<file path="src/core/front_panel_consts.svh">
/*
 * Register offsets, field positions, reset values and timing counts for the
 * front panel status bank.
 * Assumes byte addressing on a 32-bit Avalon-MM bus, one word per register.
 */
// What this block does
// - valid integer file enables menus, 48 words
// - jog set: up/down change trimpot at once
// - jog clear: stage value, commit on confirm
// - jog changed by tool, software or menu
// - two trimpot words held within limits
// - download clamps out-of-range trimpot to bound
// - download modification raises error flag, number
// - error number 0 none, 1 corrupt, 2 range
// - window flag set in user message mode
// - confirm press latches flag until cleared
// - cancel press latches flag until cleared
// - key flags set only in message screen, cleared by software in any
// - timeout zero none, else exit after seconds
`ifndef FRONT_PANEL_CONSTS_SVH
`define FRONT_PANEL_CONSTS_SVH

// ****************************************************************
// register byte offsets
// ****************************************************************
`define OFS_FILE_SELECT   8'h00
`define OFS_CONTROL       8'h04
`define OFS_POT_ZERO      8'h08
`define OFS_POT_ONE       8'h0c
`define OFS_STATUS        8'h10
`define OFS_ERR_NUM       8'h14
`define OFS_LOWER_LIMIT   8'h18
`define OFS_UPPER_LIMIT   8'h1c
`define OFS_TIMEOUT       8'h20
`define OFS_IRQ_STATUS    8'h24
`define OFS_IRQ_MASK      8'h28

// ****************************************************************
// field positions
// ****************************************************************
`define BIT_JOG           0
`define BIT_WINDOW        0
`define BIT_CONFIRM       1
`define BIT_CANCEL        2
`define BIT_DISP_ERR      3
`define IRQ_CONFIRM       0
`define IRQ_CANCEL        1
`define IRQ_MODIFIED      2

// ****************************************************************
// values
// ****************************************************************
`define JOG_RESET         1'b0
`define ERRNUM_NONE       16'h0000
`define ERRNUM_CORRUPT    16'h0001
`define ERRNUM_RANGE      16'h0002
`define INT_FILE_MIN      16'h0007
`define INT_FILE_MAX      16'h00ff
`define MONITOR_WORDS     6'h30
`define UNMAPPED_READ     32'h0000_0000

// ****************************************************************
// timing
// ****************************************************************
`define CLK_PERIOD_NS     8
`define ONE_SECOND_NS     1000000000
`define SECOND_CYCLES     (`ONE_SECOND_NS / `CLK_PERIOD_NS)

`endif

</file>
<file path="src/core/front_panel_pkg.sv">
/*
 * Types shared by the front panel status bank.
 * Assumes the constants header is included by the design file.
 */
package front_panel_pkg;
  // display menu modes
  typedef enum logic [0:0] {
    MODE_SYSTEM,
    MODE_USER_MSG
  } menu_mode_type;
endpackage

</file>
<file path="src/core/lcd_keypad_trimpot_status.sv">
/*
 * Front panel status and control bank: key flags, trimpot words, jog mode,
 * user message window and download range checks, on an Avalon-MM slave.
 * Assumes panel pins are asynchronous; tool configuration words are
 * quasi-static and come from the core clock domain.
 */
`timescale 1ns/1ps
`include "front_panel_consts.svh"

module lcd_keypad_trimpot_status #(
  parameter int unsigned SECOND_CYCLES = `SECOND_CYCLES
) (
  input  wire logic        core_clk_i,
  input  wire logic        rst_i,
  input  wire logic [7:0]  address_i,
  input  wire logic        read_i,
  input  wire logic        write_i,
  input  wire logic [31:0] writedata_i,
  output logic      [31:0] readdata_o,
  output logic             waitrequest_o,
  output logic             irq_o,
  input  wire logic        key_up_i,
  input  wire logic        key_down_i,
  input  wire logic        key_confirm_i,
  input  wire logic        key_cancel_i,
  input  wire logic        pot_select_i,
  input  wire logic        menu_enter_msg_i,
  input  wire logic        menu_jog_write_i,
  input  wire logic        menu_jog_value_i,
  input  wire logic        tool_jog_write_i,
  input  wire logic        tool_jog_value_i,
  input  wire logic        download_i,
  input  wire logic        retained_corrupt_i,
  input  wire logic [15:0] tool_file_select_i,
  input  wire logic [15:0] tool_lower_limit_i,
  input  wire logic [15:0] tool_upper_limit_i,
  input  wire logic [15:0] tool_timeout_i,
  input  wire logic [5:0]  monitor_index_i,
  output logic             monitor_menus_o,
  output logic             monitor_edit_ok_o,
  output logic             msg_indicator_o
);

  // ****************************************************************
  // pin synchronisers
  // ****************************************************************
  localparam int NPIN = 11;
  logic [NPIN-1:0] pin_meta_reg;
  logic [NPIN-1:0] pin_sync_reg;
  logic [NPIN-1:0] pin_last_reg;
  logic [NPIN-1:0] pin_rise;

  // two stages before any logic looks at a pin; all stages clear in reset
  // so an unknown pin level cannot fake a press just after release
  always_ff @(posedge core_clk_i)
  begin
    if (rst_i)
    begin
      pin_meta_reg <= '0;
      pin_sync_reg <= '0;
      pin_last_reg <= '0;
    end
    else
    begin
      pin_meta_reg <= {retained_corrupt_i, tool_jog_value_i, menu_jog_value_i,
                       pot_select_i, tool_jog_write_i, menu_jog_write_i,
                       menu_enter_msg_i, download_i, key_cancel_i,
                       key_confirm_i, key_up_i};
      pin_sync_reg <= pin_meta_reg;
      pin_last_reg <= pin_sync_reg;
    end
  end

  assign pin_rise = pin_sync_reg & ~pin_last_reg;

  logic down_meta_reg;
  logic down_sync_reg;
  logic down_last_reg;

  always_ff @(posedge core_clk_i)
  begin
    down_meta_reg <= rst_i ? 1'b0 : key_down_i;
    down_sync_reg <= rst_i ? 1'b0 : down_meta_reg;
    down_last_reg <= rst_i ? 1'b0 : down_sync_reg;
  end

  logic up_press;
  logic down_press;
  logic confirm_press;
  logic cancel_press;
  logic download_ev;
  logic enter_ev;
  logic menu_jog_ev;
  logic tool_jog_ev;
  logic pot_sel;
  logic menu_jog_val;
  logic tool_jog_val;
  logic corrupt_lvl;

  assign up_press      = pin_rise[0];
  assign confirm_press = pin_rise[1];
  assign cancel_press  = pin_rise[2];
  assign download_ev   = pin_rise[3];
  assign enter_ev      = pin_rise[4];
  assign menu_jog_ev   = pin_rise[5];
  assign tool_jog_ev   = pin_rise[6];
  assign pot_sel       = pin_sync_reg[7];
  assign menu_jog_val  = pin_sync_reg[8];
  assign tool_jog_val  = pin_sync_reg[9];
  assign corrupt_lvl   = pin_sync_reg[10];
  assign down_press    = down_sync_reg & ~down_last_reg;

  // ****************************************************************
  // bus slave
  // ****************************************************************
  logic ack_reg;
  logic rd_take;
  logic wr_take;

  // one wait cycle per access, then the answer
  always_ff @(posedge core_clk_i)
  begin
    ack_reg <= rst_i ? 1'b0 : ((read_i | write_i) & ~ack_reg);
  end

  assign waitrequest_o = (read_i | write_i) & ~ack_reg;
  assign rd_take       = read_i & ack_reg;
  assign wr_take       = write_i & ack_reg;

  // ****************************************************************
  // menu mode and input timeout
  // ****************************************************************
  front_panel_pkg::menu_mode_type mode_reg;
  logic [31:0] tick_reg;
  logic [15:0] idle_sec_reg;
  logic        any_key;
  logic        timeout_hit;

  assign any_key     = up_press | down_press | confirm_press | cancel_press;
  assign timeout_hit = (tool_timeout_i != 16'h0000) &&
                       (idle_sec_reg >= tool_timeout_i);

  // idle seconds restart on every key
  always_ff @(posedge core_clk_i)
  begin
    if (rst_i || any_key || mode_reg != front_panel_pkg::MODE_USER_MSG)
    begin
      tick_reg     <= 32'h0;
      idle_sec_reg <= 16'h0;
    end
    else if (tick_reg == 32'(SECOND_CYCLES - 1))
    begin
      tick_reg     <= 32'h0;
      idle_sec_reg <= idle_sec_reg + 16'h1;
    end
    else
      tick_reg <= tick_reg + 32'h1;
  end

  // display enters message mode, timeout returns to upper menu
  always_ff @(posedge core_clk_i)
  begin
    if (rst_i)
      mode_reg <= front_panel_pkg::MODE_SYSTEM;
    else
    begin
      unique case (mode_reg)
        front_panel_pkg::MODE_SYSTEM:
          if (enter_ev)
            mode_reg <= front_panel_pkg::MODE_USER_MSG;
        front_panel_pkg::MODE_USER_MSG:
          if (timeout_hit)
            mode_reg <= front_panel_pkg::MODE_SYSTEM;
      endcase
    end
  end

  logic in_msg;
  assign in_msg          = (mode_reg == front_panel_pkg::MODE_USER_MSG);
  assign msg_indicator_o = in_msg;

  // ****************************************************************
  // jog mode
  // ****************************************************************
  logic jog_reg;

  // tool beats menu beats software when they collide
  always_ff @(posedge core_clk_i)
  begin
    if (rst_i)
      jog_reg <= `JOG_RESET;
    else if (tool_jog_ev)
      jog_reg <= tool_jog_val;
    else if (menu_jog_ev)
      jog_reg <= menu_jog_val;
    else if (wr_take && address_i == `OFS_CONTROL)
      jog_reg <= writedata_i[`BIT_JOG];
  end

  // ****************************************************************
  // trimpots
  // ****************************************************************
  logic signed [15:0] pot_reg [2];
  logic signed [15:0] stage_reg;
  logic               staging_reg;
  logic signed [15:0] lo;
  logic signed [15:0] hi;
  logic signed [15:0] cur;
  logic signed [15:0] base;
  logic signed [15:0] bumped;

  assign lo     = $signed(tool_lower_limit_i);
  assign hi     = $signed(tool_upper_limit_i);
  assign cur    = pot_reg[pot_sel];
  assign base   = staging_reg ? stage_reg : cur;
  // step clamps at the range ends so the word never leaves the limits
  assign bumped = (up_press && base < hi) ? base + 16'sd1 :
                  (down_press && base > lo) ? base - 16'sd1 : base;

  logic [1:0] modified;
  logic [1:0] corrupt_any;

  // download clamps each retained value to the new range
  always_ff @(posedge core_clk_i)
  begin
    if (rst_i)
    begin
      pot_reg[0] <= 16'sh0;
      pot_reg[1] <= 16'sh0;
    end
    else if (download_ev)
    begin
      for (int i = 0; i < 2; i++)
      begin
        if (corrupt_lvl)
          pot_reg[i] <= lo;
        else if (pot_reg[i] > hi)
          pot_reg[i] <= hi;
        else if (pot_reg[i] < lo)
          pot_reg[i] <= lo;
      end
    end
    else if (jog_reg && !in_msg && (up_press || down_press))
      pot_reg[pot_sel] <= bumped;
    else if (!jog_reg && staging_reg && confirm_press && !in_msg)
      pot_reg[pot_sel] <= stage_reg;
  end

  // pending edit held only while jog is clear
  always_ff @(posedge core_clk_i)
  begin
    if (rst_i || download_ev || jog_reg || in_msg)
    begin
      staging_reg <= 1'b0;
      stage_reg   <= 16'sh0;
    end
    else if (up_press || down_press)
    begin
      staging_reg <= 1'b1;
      stage_reg   <= bumped;
    end
    else if (confirm_press || cancel_press)
      staging_reg <= 1'b0;
  end

  // ****************************************************************
  // download error report
  // ****************************************************************
  logic        disp_err_reg;
  logic [15:0] err_num_reg;

  always_comb
  begin
    for (int i = 0; i < 2; i++)
    begin
      modified[i]    = (pot_reg[i] > hi) || (pot_reg[i] < lo);
      corrupt_any[i] = corrupt_lvl;
    end
  end

  // flag set on a modifying download and cleared on a clean one
  always_ff @(posedge core_clk_i)
  begin
    if (rst_i)
    begin
      disp_err_reg <= 1'b0;
      err_num_reg  <= `ERRNUM_NONE;
    end
    else if (download_ev)
    begin
      disp_err_reg <= corrupt_any[0] | (|modified);
      err_num_reg  <= corrupt_any[0] ? `ERRNUM_CORRUPT :
                      (|modified)    ? `ERRNUM_RANGE : `ERRNUM_NONE;
    end
  end

  // ****************************************************************
  // key flags
  // ****************************************************************
  logic confirm_reg;
  logic cancel_reg;
  logic st_wr;

  assign st_wr = wr_take && address_i == `OFS_STATUS;

  // a press in the clearing cycle wins; other screens leave flags alone
  always_ff @(posedge core_clk_i)
  begin
    if (rst_i)
    begin
      confirm_reg <= 1'b0;
      cancel_reg  <= 1'b0;
    end
    else
    begin
      if (in_msg && confirm_press)
        confirm_reg <= 1'b1;
      else if (st_wr && !writedata_i[`BIT_CONFIRM])
        confirm_reg <= 1'b0;
      if (in_msg && cancel_press)
        cancel_reg <= 1'b1;
      else if (st_wr && !writedata_i[`BIT_CANCEL])
        cancel_reg <= 1'b0;
    end
  end

  // ****************************************************************
  // interrupts
  // ****************************************************************
  logic [2:0] irq_st_reg;
  logic [2:0] irq_mask_reg;
  logic [2:0] irq_ev;
  logic       irq_rd;

  assign irq_ev = {download_ev & (corrupt_any[0] | (|modified)),
                   in_msg & cancel_press, in_msg & confirm_press};
  assign irq_rd = rd_take && address_i == `OFS_IRQ_STATUS;

  // read clears, but a new event in that cycle survives
  always_ff @(posedge core_clk_i)
  begin
    if (rst_i)
      irq_st_reg <= 3'h0;
    else
      irq_st_reg <= (irq_rd ? 3'h0 : irq_st_reg) | irq_ev;
  end

  always_ff @(posedge core_clk_i)
  begin
    if (rst_i)
      irq_mask_reg <= 3'h0;
    else if (wr_take && address_i == `OFS_IRQ_MASK)
      irq_mask_reg <= writedata_i[2:0];
  end

  assign irq_o = |(irq_st_reg & irq_mask_reg);

  // ****************************************************************
  // integer monitor menus
  // ****************************************************************
  logic file_ok;
  assign file_ok = tool_file_select_i >= `INT_FILE_MIN &&
                   tool_file_select_i <= `INT_FILE_MAX;
  assign monitor_menus_o   = file_ok;
  assign monitor_edit_ok_o = file_ok && (monitor_index_i < `MONITOR_WORDS);

  // ****************************************************************
  // read data
  // ****************************************************************
  always_ff @(posedge core_clk_i)
  begin
    if (rst_i)
      readdata_o <= 32'h0;
    else if ((read_i | write_i) & ~ack_reg & read_i)
    begin
      unique case (address_i)
        `OFS_FILE_SELECT: readdata_o <= {16'h0, tool_file_select_i};
        `OFS_CONTROL:     readdata_o <= {31'h0, jog_reg};
        `OFS_POT_ZERO:    readdata_o <= {16'h0, pot_reg[0]};
        `OFS_POT_ONE:     readdata_o <= {16'h0, pot_reg[1]};
        `OFS_STATUS:      readdata_o <= {28'h0, disp_err_reg, cancel_reg,
                                         confirm_reg, in_msg};
        `OFS_ERR_NUM:     readdata_o <= {16'h0, err_num_reg};
        `OFS_LOWER_LIMIT: readdata_o <= {16'h0, tool_lower_limit_i};
        `OFS_UPPER_LIMIT: readdata_o <= {16'h0, tool_upper_limit_i};
        `OFS_TIMEOUT:     readdata_o <= {16'h0, tool_timeout_i};
        `OFS_IRQ_STATUS:  readdata_o <= {29'h0, irq_st_reg};
        `OFS_IRQ_MASK:    readdata_o <= {29'h0, irq_mask_reg};
        default:          readdata_o <= `UNMAPPED_READ;
      endcase
    end
  end
endmodule // lcd_keypad_trimpot_status

</file>
<file path="config.mk">
export PLATFORM = sky130hd
export DESIGN_NAME = lcd_keypad_trimpot_status
export DESIGN_NICKNAME = d
export VERILOG_FILES = /design/src/core/front_panel_pkg.sv /design/src/core/lcd_keypad_trimpot_status.sv
export VERILOG_INCLUDE_DIRS = /design/src /design/src/core
export SDC_FILE = /design/constraint.sdc
export NUM_CORES = 1
export LEC_CHECK = 0
export ABC_AREA = 0
export BUFFER_PORTS_ARGS = -buffer_cell sky130_fd_sc_hd__buf_2
export CAP_MARGIN = 5
export CORE_MARGIN = 5
export CORE_UTILIZATION = 37
export DETAILED_ROUTE_END_ITERATION = 12
export PLACE_DENSITY_LB_ADDON = 0.08
export SYNTH_ARGS = -nofsm -noshare
export SYNTH_HDL_FRONTEND = slang
export SYNTH_SLANG_ARGS = --single-unit
</file>
<file path="constraint.sdc">
create_clock -name core_clk_i -period 8.8 [get_ports core_clk_i]
set_clock_uncertainty 0.05 [all_clocks]
set_input_delay 0.44 -clock core_clk_i [delete_from_list [all_inputs] [get_ports core_clk_i]]
set_output_delay 0.44 -clock core_clk_i [all_outputs]
set_load 0.05 [all_outputs]
</file>
== Word-level counts from Yosys, hierarchy flattened ==
Memory sizes are Yosys's and may differ from the RTL's. A register that Yosys moved wholly into a read port is not among the register bits.
Cells that the tools add are included.

* $add $sub $neg: 4
* Multiply operators: 0
* Div/mod/pow operators: 0
* Magnitude comparators: 10
* Equal/unequal tests: 11
* Shift operators: 0
* Mux-type cells: 67
* Bitwise logic cells: 27
* Reduce and logical (&&, ||, !) cells: 41

{| class="wikitable"
|+ Operator list
! cell !! count
|-
| 2-to-1 mux 16 bit || 11
|-
| one-hot mux 16 bit (11 select lines) || 1
|-
| 2-to-1 mux 1 bit || 51
|-
| greater-than comparator 16 bit || 3
|-
| < comparator 16 bit || 3
|-
| adder 32 x 1 -> 32 bit (second input constant) || 1
|-
| == test 32 x 27 -> 1 bit (second input constant) || 1
|-
| == test 8 x 5 -> 1 bit (second input constant) || 4
|-
| == test 8 x 6 -> 1 bit (second input constant) || 3
|-
| logical AND 1 bit || 18
|-
| adder 16 x 1 -> 16 bit (second input constant) || 1
|-
| adder 16 x 2 -> 16 bit (second input constant) || 1
|-
| == test 8 x 4 -> 1 bit (second input constant) || 2
|-
| greater-or-equal comparator 16 bit || 1
|-
| greater-or-equal comparator 16 x 3 -> 1 bit (second input constant) || 1
|-
| <= comparator 16 x 8 -> 1 bit (second input constant) || 1
|-
| nonzero test 16 bit || 1
|-
| OR reduction 16 bit || 1
|-
| subtractor 16 x 2 -> 16 bit (second input constant) || 1
|-
| OR 1 bit || 12
|-
| logical OR 1 bit || 9
|-
| bitwise AND 1 bit || 8
|-
| == test 8 x 3 -> 1 bit (second input constant) || 1
|-
| logical NOT 8 bit || 1
|-
| 14 further kinds || 23
|}

* Register bits after elaboration: 157
* Bits in latches: 0
* Bits in writable memories: 32
* Bits in read-only memories: 0
* Input port bits: 126
* Output and inout bits: 37
* Word-level logic and storage cells: 181
* Memories: 1

{| class="wikitable"
|+ Memory list
! name !! words !! width !! read ports !! clocked after memory_dff !! write ports !! line !! source
|-
| pot_reg || 2 || 16 || 3 || 1 || 2 || lcd_keypad_trimpot_status.sv:203 || <nowiki>logic signed [15:0] pot_reg [2];</nowiki>
|}

== Logic depth before layout (Yosys ltp) ==
* Word-level depth: 12
* Mapped depth: 17
* Mapped depth without buffers: 12

== Worst setup path before layout ==
OpenSTA, ideal clock, no wires.

* Kind: register to register
* Start point: register pin_sync_reg[7]
* End point: memory pot_reg[0][11], data pin
* Library setup time: 0.271 ns
* Data arrival time: 3.570 ns
* Data required time: 8.479 ns
* Path slack: 4.909 ns
* Cell stages (with the launch flop): 16
* Path buffers: 3
* Period minus slack after synthesis: 3.891 ns
* Cells stage by stage: dfxtp_1 buf_2 buf_6 buf_2 mux2i_1 o21a_1 inv_1 ha_1 nand4_4 o22ai_2 or4b_4 o31ai_4 nor4_1 or3_1 a32oi_1 o22ai_1

{| class="wikitable"
|+ RTL lines
! what !! line !! source
|-
| start: declaration || lcd_keypad_trimpot_status.sv:49 || <nowiki>logic [NPIN-1:0] pin_sync_reg;</nowiki>
|-
| start signal: assignment || lcd_keypad_trimpot_status.sv:69 || <nowiki>pin_sync_reg <= pin_meta_reg;</nowiki>
|-
| end: declaration || lcd_keypad_trimpot_status.sv:203 ||
|}

==> load_flow_metrics.sql <==
INSERT INTO impl_metrics (metric_group, metric, value, unit) VALUES
('placement', 'gp_congestion', '0.895', ''),
('worst_setup_path', 'crit_required', '8.93', 'ns'),
('sta', 'worst_margin_slew', '1.13', 'ns'),
('routing', 'detail_route.wl_per_cell', '21.0', 'um'),
('worst_setup_path', 'crit_path_start_kind', 'flop', ''),
('worst_setup_path', 'worstPathArrival', '5.35', 'ns'),
('global_routing', 'first_global_vias', '10500', ''),
('sta', 'timing.final.hold_violations', '0', ''),
('cells_and_area', 'fin_nets', '1729', ''),
('worst_setup_path', 'critical_path_peak_fanout', '26', ''),
('worst_setup_path', 'cp_cell_sequence', 'buf_4, o21a_1, inv_1, ha_1, nor4bb_1, o2111ai_1, a211oi_1, o21a_1, nor2_1, a222oi_1, o22ai_1', ''),
('power_and_ir_drop', 'p_int', '1290', 'uW'),
('power_and_ir_drop', 'p_leak', '0.00537', 'uW'),
('floorplanning', 'io_pins', '163', ''),
('cts', 'cts-hold-fix-buffers', '0', ''),
('placement', 'numPortBuffers', '113', ''),
('global_routing', 'maximum_number_of_pins_on_one_net_before_global_route_repair', '38', ''),
('status', 'status', 'complete, no violations', ''),
('routing', 'wl', '40100', 'um'),
('power_and_ir_drop', 'power_frac_clock', '39.5', '%'),
('sta', 'finalSetupTns', '0', 'ns'),
('synthesis', 'synth.top_cells.by_area', 'dfxtp_1 (22%), ha_1 (12%), edfxtp_1 (8.3%)', ''),
('min_path', 'worstHoldStart', 'key_up_i', ''),
('cts', 'clk_pin_slew', '0.08', 'ns'),
('cells_and_area', 'final_cell_mix', 'nor2_1 (144), dfxtp_1 (127), ha_1 (113), buf_2 (113), nand2_1 (92)', ''),
('floorplanning', 'die_height', '187', 'um'),
('cts', 'post_cts_buffers', '0', ''),
('synthesis', 'syn_avg_cell_area', '8.29', 'sq um'),
('cells_and_area', 'drive_gt1_share', '13.6', '%'),
('cells_and_area', 'mostFrequentLayoutCell', 'nor2_1', ''),
('power_and_ir_drop', 'swShare', '33.8', '%'),
('synthesis', 'ys_seq_area_share', '30.1', '%'),
('routing', 'first_pass_iters', '5', ''),
('worst_setup_path', 'r2r-start', 'staging_reg', ''),
('sta', 'finalMaxSlewViolations', '0', ''),
('sta', 'holdWs', '0.148', 'ns'),
('global_routing', 'global_route_wire_length_before_repair', '62000', 'um'),
('routing', 'drcViolationCount', '0', ''),
('floorplanning', 'rows', '65', ''),
('cts', 'clock_sinks', '159', ''),
('worst_setup_path', 'reg2reg_setup_slack', '3.58', 'ns'),
('global_routing', 'grt_antenna_before_repair', '2', ''),
('synthesis', 'synthCells', '1405', ''),
('cts', 'worst_skew_pair.late_latency', '0.45', 'ns'),
('floorplanning', 'coreArea', '31300', 'sq um'),
('cells_and_area', 'ff_latch_area', '3500', 'sq um'),
('cts', 'clock_path_buffers', '2', ''),
('sta', 'layout_min_cycle_time', '5.22', 'ns'),
('synthesis', 'ys_async_sr_fraction', '0', '%'),
('floorplanning', 'die_w', '187', 'um'),
('min_path', 'holdPathEnd', 'pin_meta_reg[0]', ''),
('floorplanning', 'floorplan.initialDensity', '37.2', '%'),
('global_routing', 'global_route.usage.total', '22.3', '%'),
('synthesis', 'synth.top_cell.area_share', '21.8', '%'),
('routing', 'dr_total_vias', '11000', ''),
('worst_setup_path', 'worst_r2r_endpoint', 'pot_reg[0][2]', ''),
('placement', 'place_hpwl', '31200', 'um'),
('global_routing', 'grt_overflow', '0', ''),
('synthesis', 'yosys_warnings', '0', ''),
('cells_and_area', 'layout.filler_cells', '3156', ''),
('power_and_ir_drop', 'share_comb_of_total_power', '19.6', '%'),
('floorplanning', 'dieArea', '35100', 'sq um'),
('min_path', 'worst_hold_path.num_cells', '2', ''),
('cts', 'cts_tree', 'built', ''),
('synthesis', 'netlist-cell-type-count', '80', ''),
('sta', 'grt_setup_unrepaired', 'no', ''),
('min_path', 'hp-class', 'in -> reg', ''),
('sta', 'worst_slew_margin_rel', '24.2', '%'),
('power_and_ir_drop', 'p_seq_share', '40.8', '%'),
('routing', 'postRouteAntennaNets', '0', ''),
('worst_setup_path', 'path_class', 'reg -> reg', '');
## worst max-delay path, delay by kind of cell (launching register included)
family | cells | cell delay (ns)
buf+inv | 2 | 0.51
compound gates | 6 | 2.50
simple gates | 2 | 0.91
flops | 1 | 0.61
fa+ha+maj | 1 | 0.34
## metal layers
layer	track usage (%)	vias to the layer above	share of wire [%]
li1	-	5369	-
met1	30.8	5175	47
met2	35.0	362	45
met3	5.08	58	6.1
met4	6.30	4	2.2
met5	0	-	0.067
## per-stage QoR
stage | worst slack [ns] | utilization, % | area (sq um) | power, uW | cells
2_1_floorplan | 4.91 | - | 11700 | 1060 | 1420
3_3_place_gp | 3.71 | 39.9 | 12500 | 1180 | 1872
3_5_place_dp | 3.69 | 39.9 | 12500 | 1190 | 1872
4_1_cts | 3.66 | 41.8 | 13100 | 1960 | 1904
5_1_grt | 3.32 | 41.9 | 13100 | 2040 | 1905
6_report | 3.58 | 41.9 | 13100 | 1940 | 1906
## logic make-up after synthesis
| kind of cell | Yosys count | share of synthesized area, % |
|---|---|---|
| and+or+nand+nor | 536 | 24.1 |
| DFF | 159 | 30.1 |
| adders and majority gates | 113 | 12.1 |
| xor gates and xnor gates | 46 | 3.46 |
| AOI/OAI and AO/OA | 355 | 20.8 |
| muxes | 40 | 3.47 |
| buffers and inverters | 155 | 5.94 |
| other | 1 | 0.0322 |
## power groups by stage
| stage | Combinational (uW) | Sequential (uW) | Clock [uW] |
|---|---|---|---|
| 3_3_place_gp | 372 | 810 | 0 |
| 2_1_floorplan | 264 | 798 | 0 |
| 4_1_cts | 378 | 793 | 789 |
| 5_1_grt | 422 | 796 | 819 |
| 3_5_place_dp | 376 | 810 | 0 |
| 6_report | 382 | 794 | 768 |
## worst max path at each step
stage / startpoint / end / slack [ns]
2_1_floorplan: pin_sync_reg[7] / pot_reg[0][11] / 4.91
3_3_place_gp: staging_reg / pot_reg[1][2] / 3.71
3_5_place_dp: staging_reg / pot_reg[1][2] / 3.69
4_1_cts: staging_reg / pot_reg[1][2] / 3.66
5_1_grt: staging_reg / pot_reg[0][2] / 3.32
6_report: staging_reg / pot_reg[0][2] / 3.58
## cell usage after synthesis, types with 6 or more instances
library cell,instances
nand2b_1,8
a211oi_1,7
mux2i_1,37
xor2_1,28
o21ai_0,42
ha_1,113
a41oi_1,6
buf_4,18
clkbuf_1,45
o31ai_1,6
o21ai_1,6
nor2b_1,48
nor2_1,144
nand3_1,69
nand2_1,92
or3_1,23
and4_1,6
nor3_1,30
a21oi_1,88
or4_1,9
dfxtp_1,127
nor4_1,18
nand4_1,39
xnor2_1,18
a221oi_1,7
a31oi_1,32
a222oi_1,7
inv_1,72
o22ai_1,16
o21a_1,18
a22oi_1,56
buf_2,13
and3_1,19
a21o_1,12
edfxtp_1,32
## final cells by class
class                   instances  area share (%)
multi-input cells            1106            57.3
flip-flops and latches        159            26.7
repair buffers                131            5.37
well taps                     402            3.84
clock buffers                  18            3.35
inverters                      75            2.15
clock inverters                14            1.24
diodes                          1          0.0191
No activity file was read; power rests on OpenSTA's default activity.
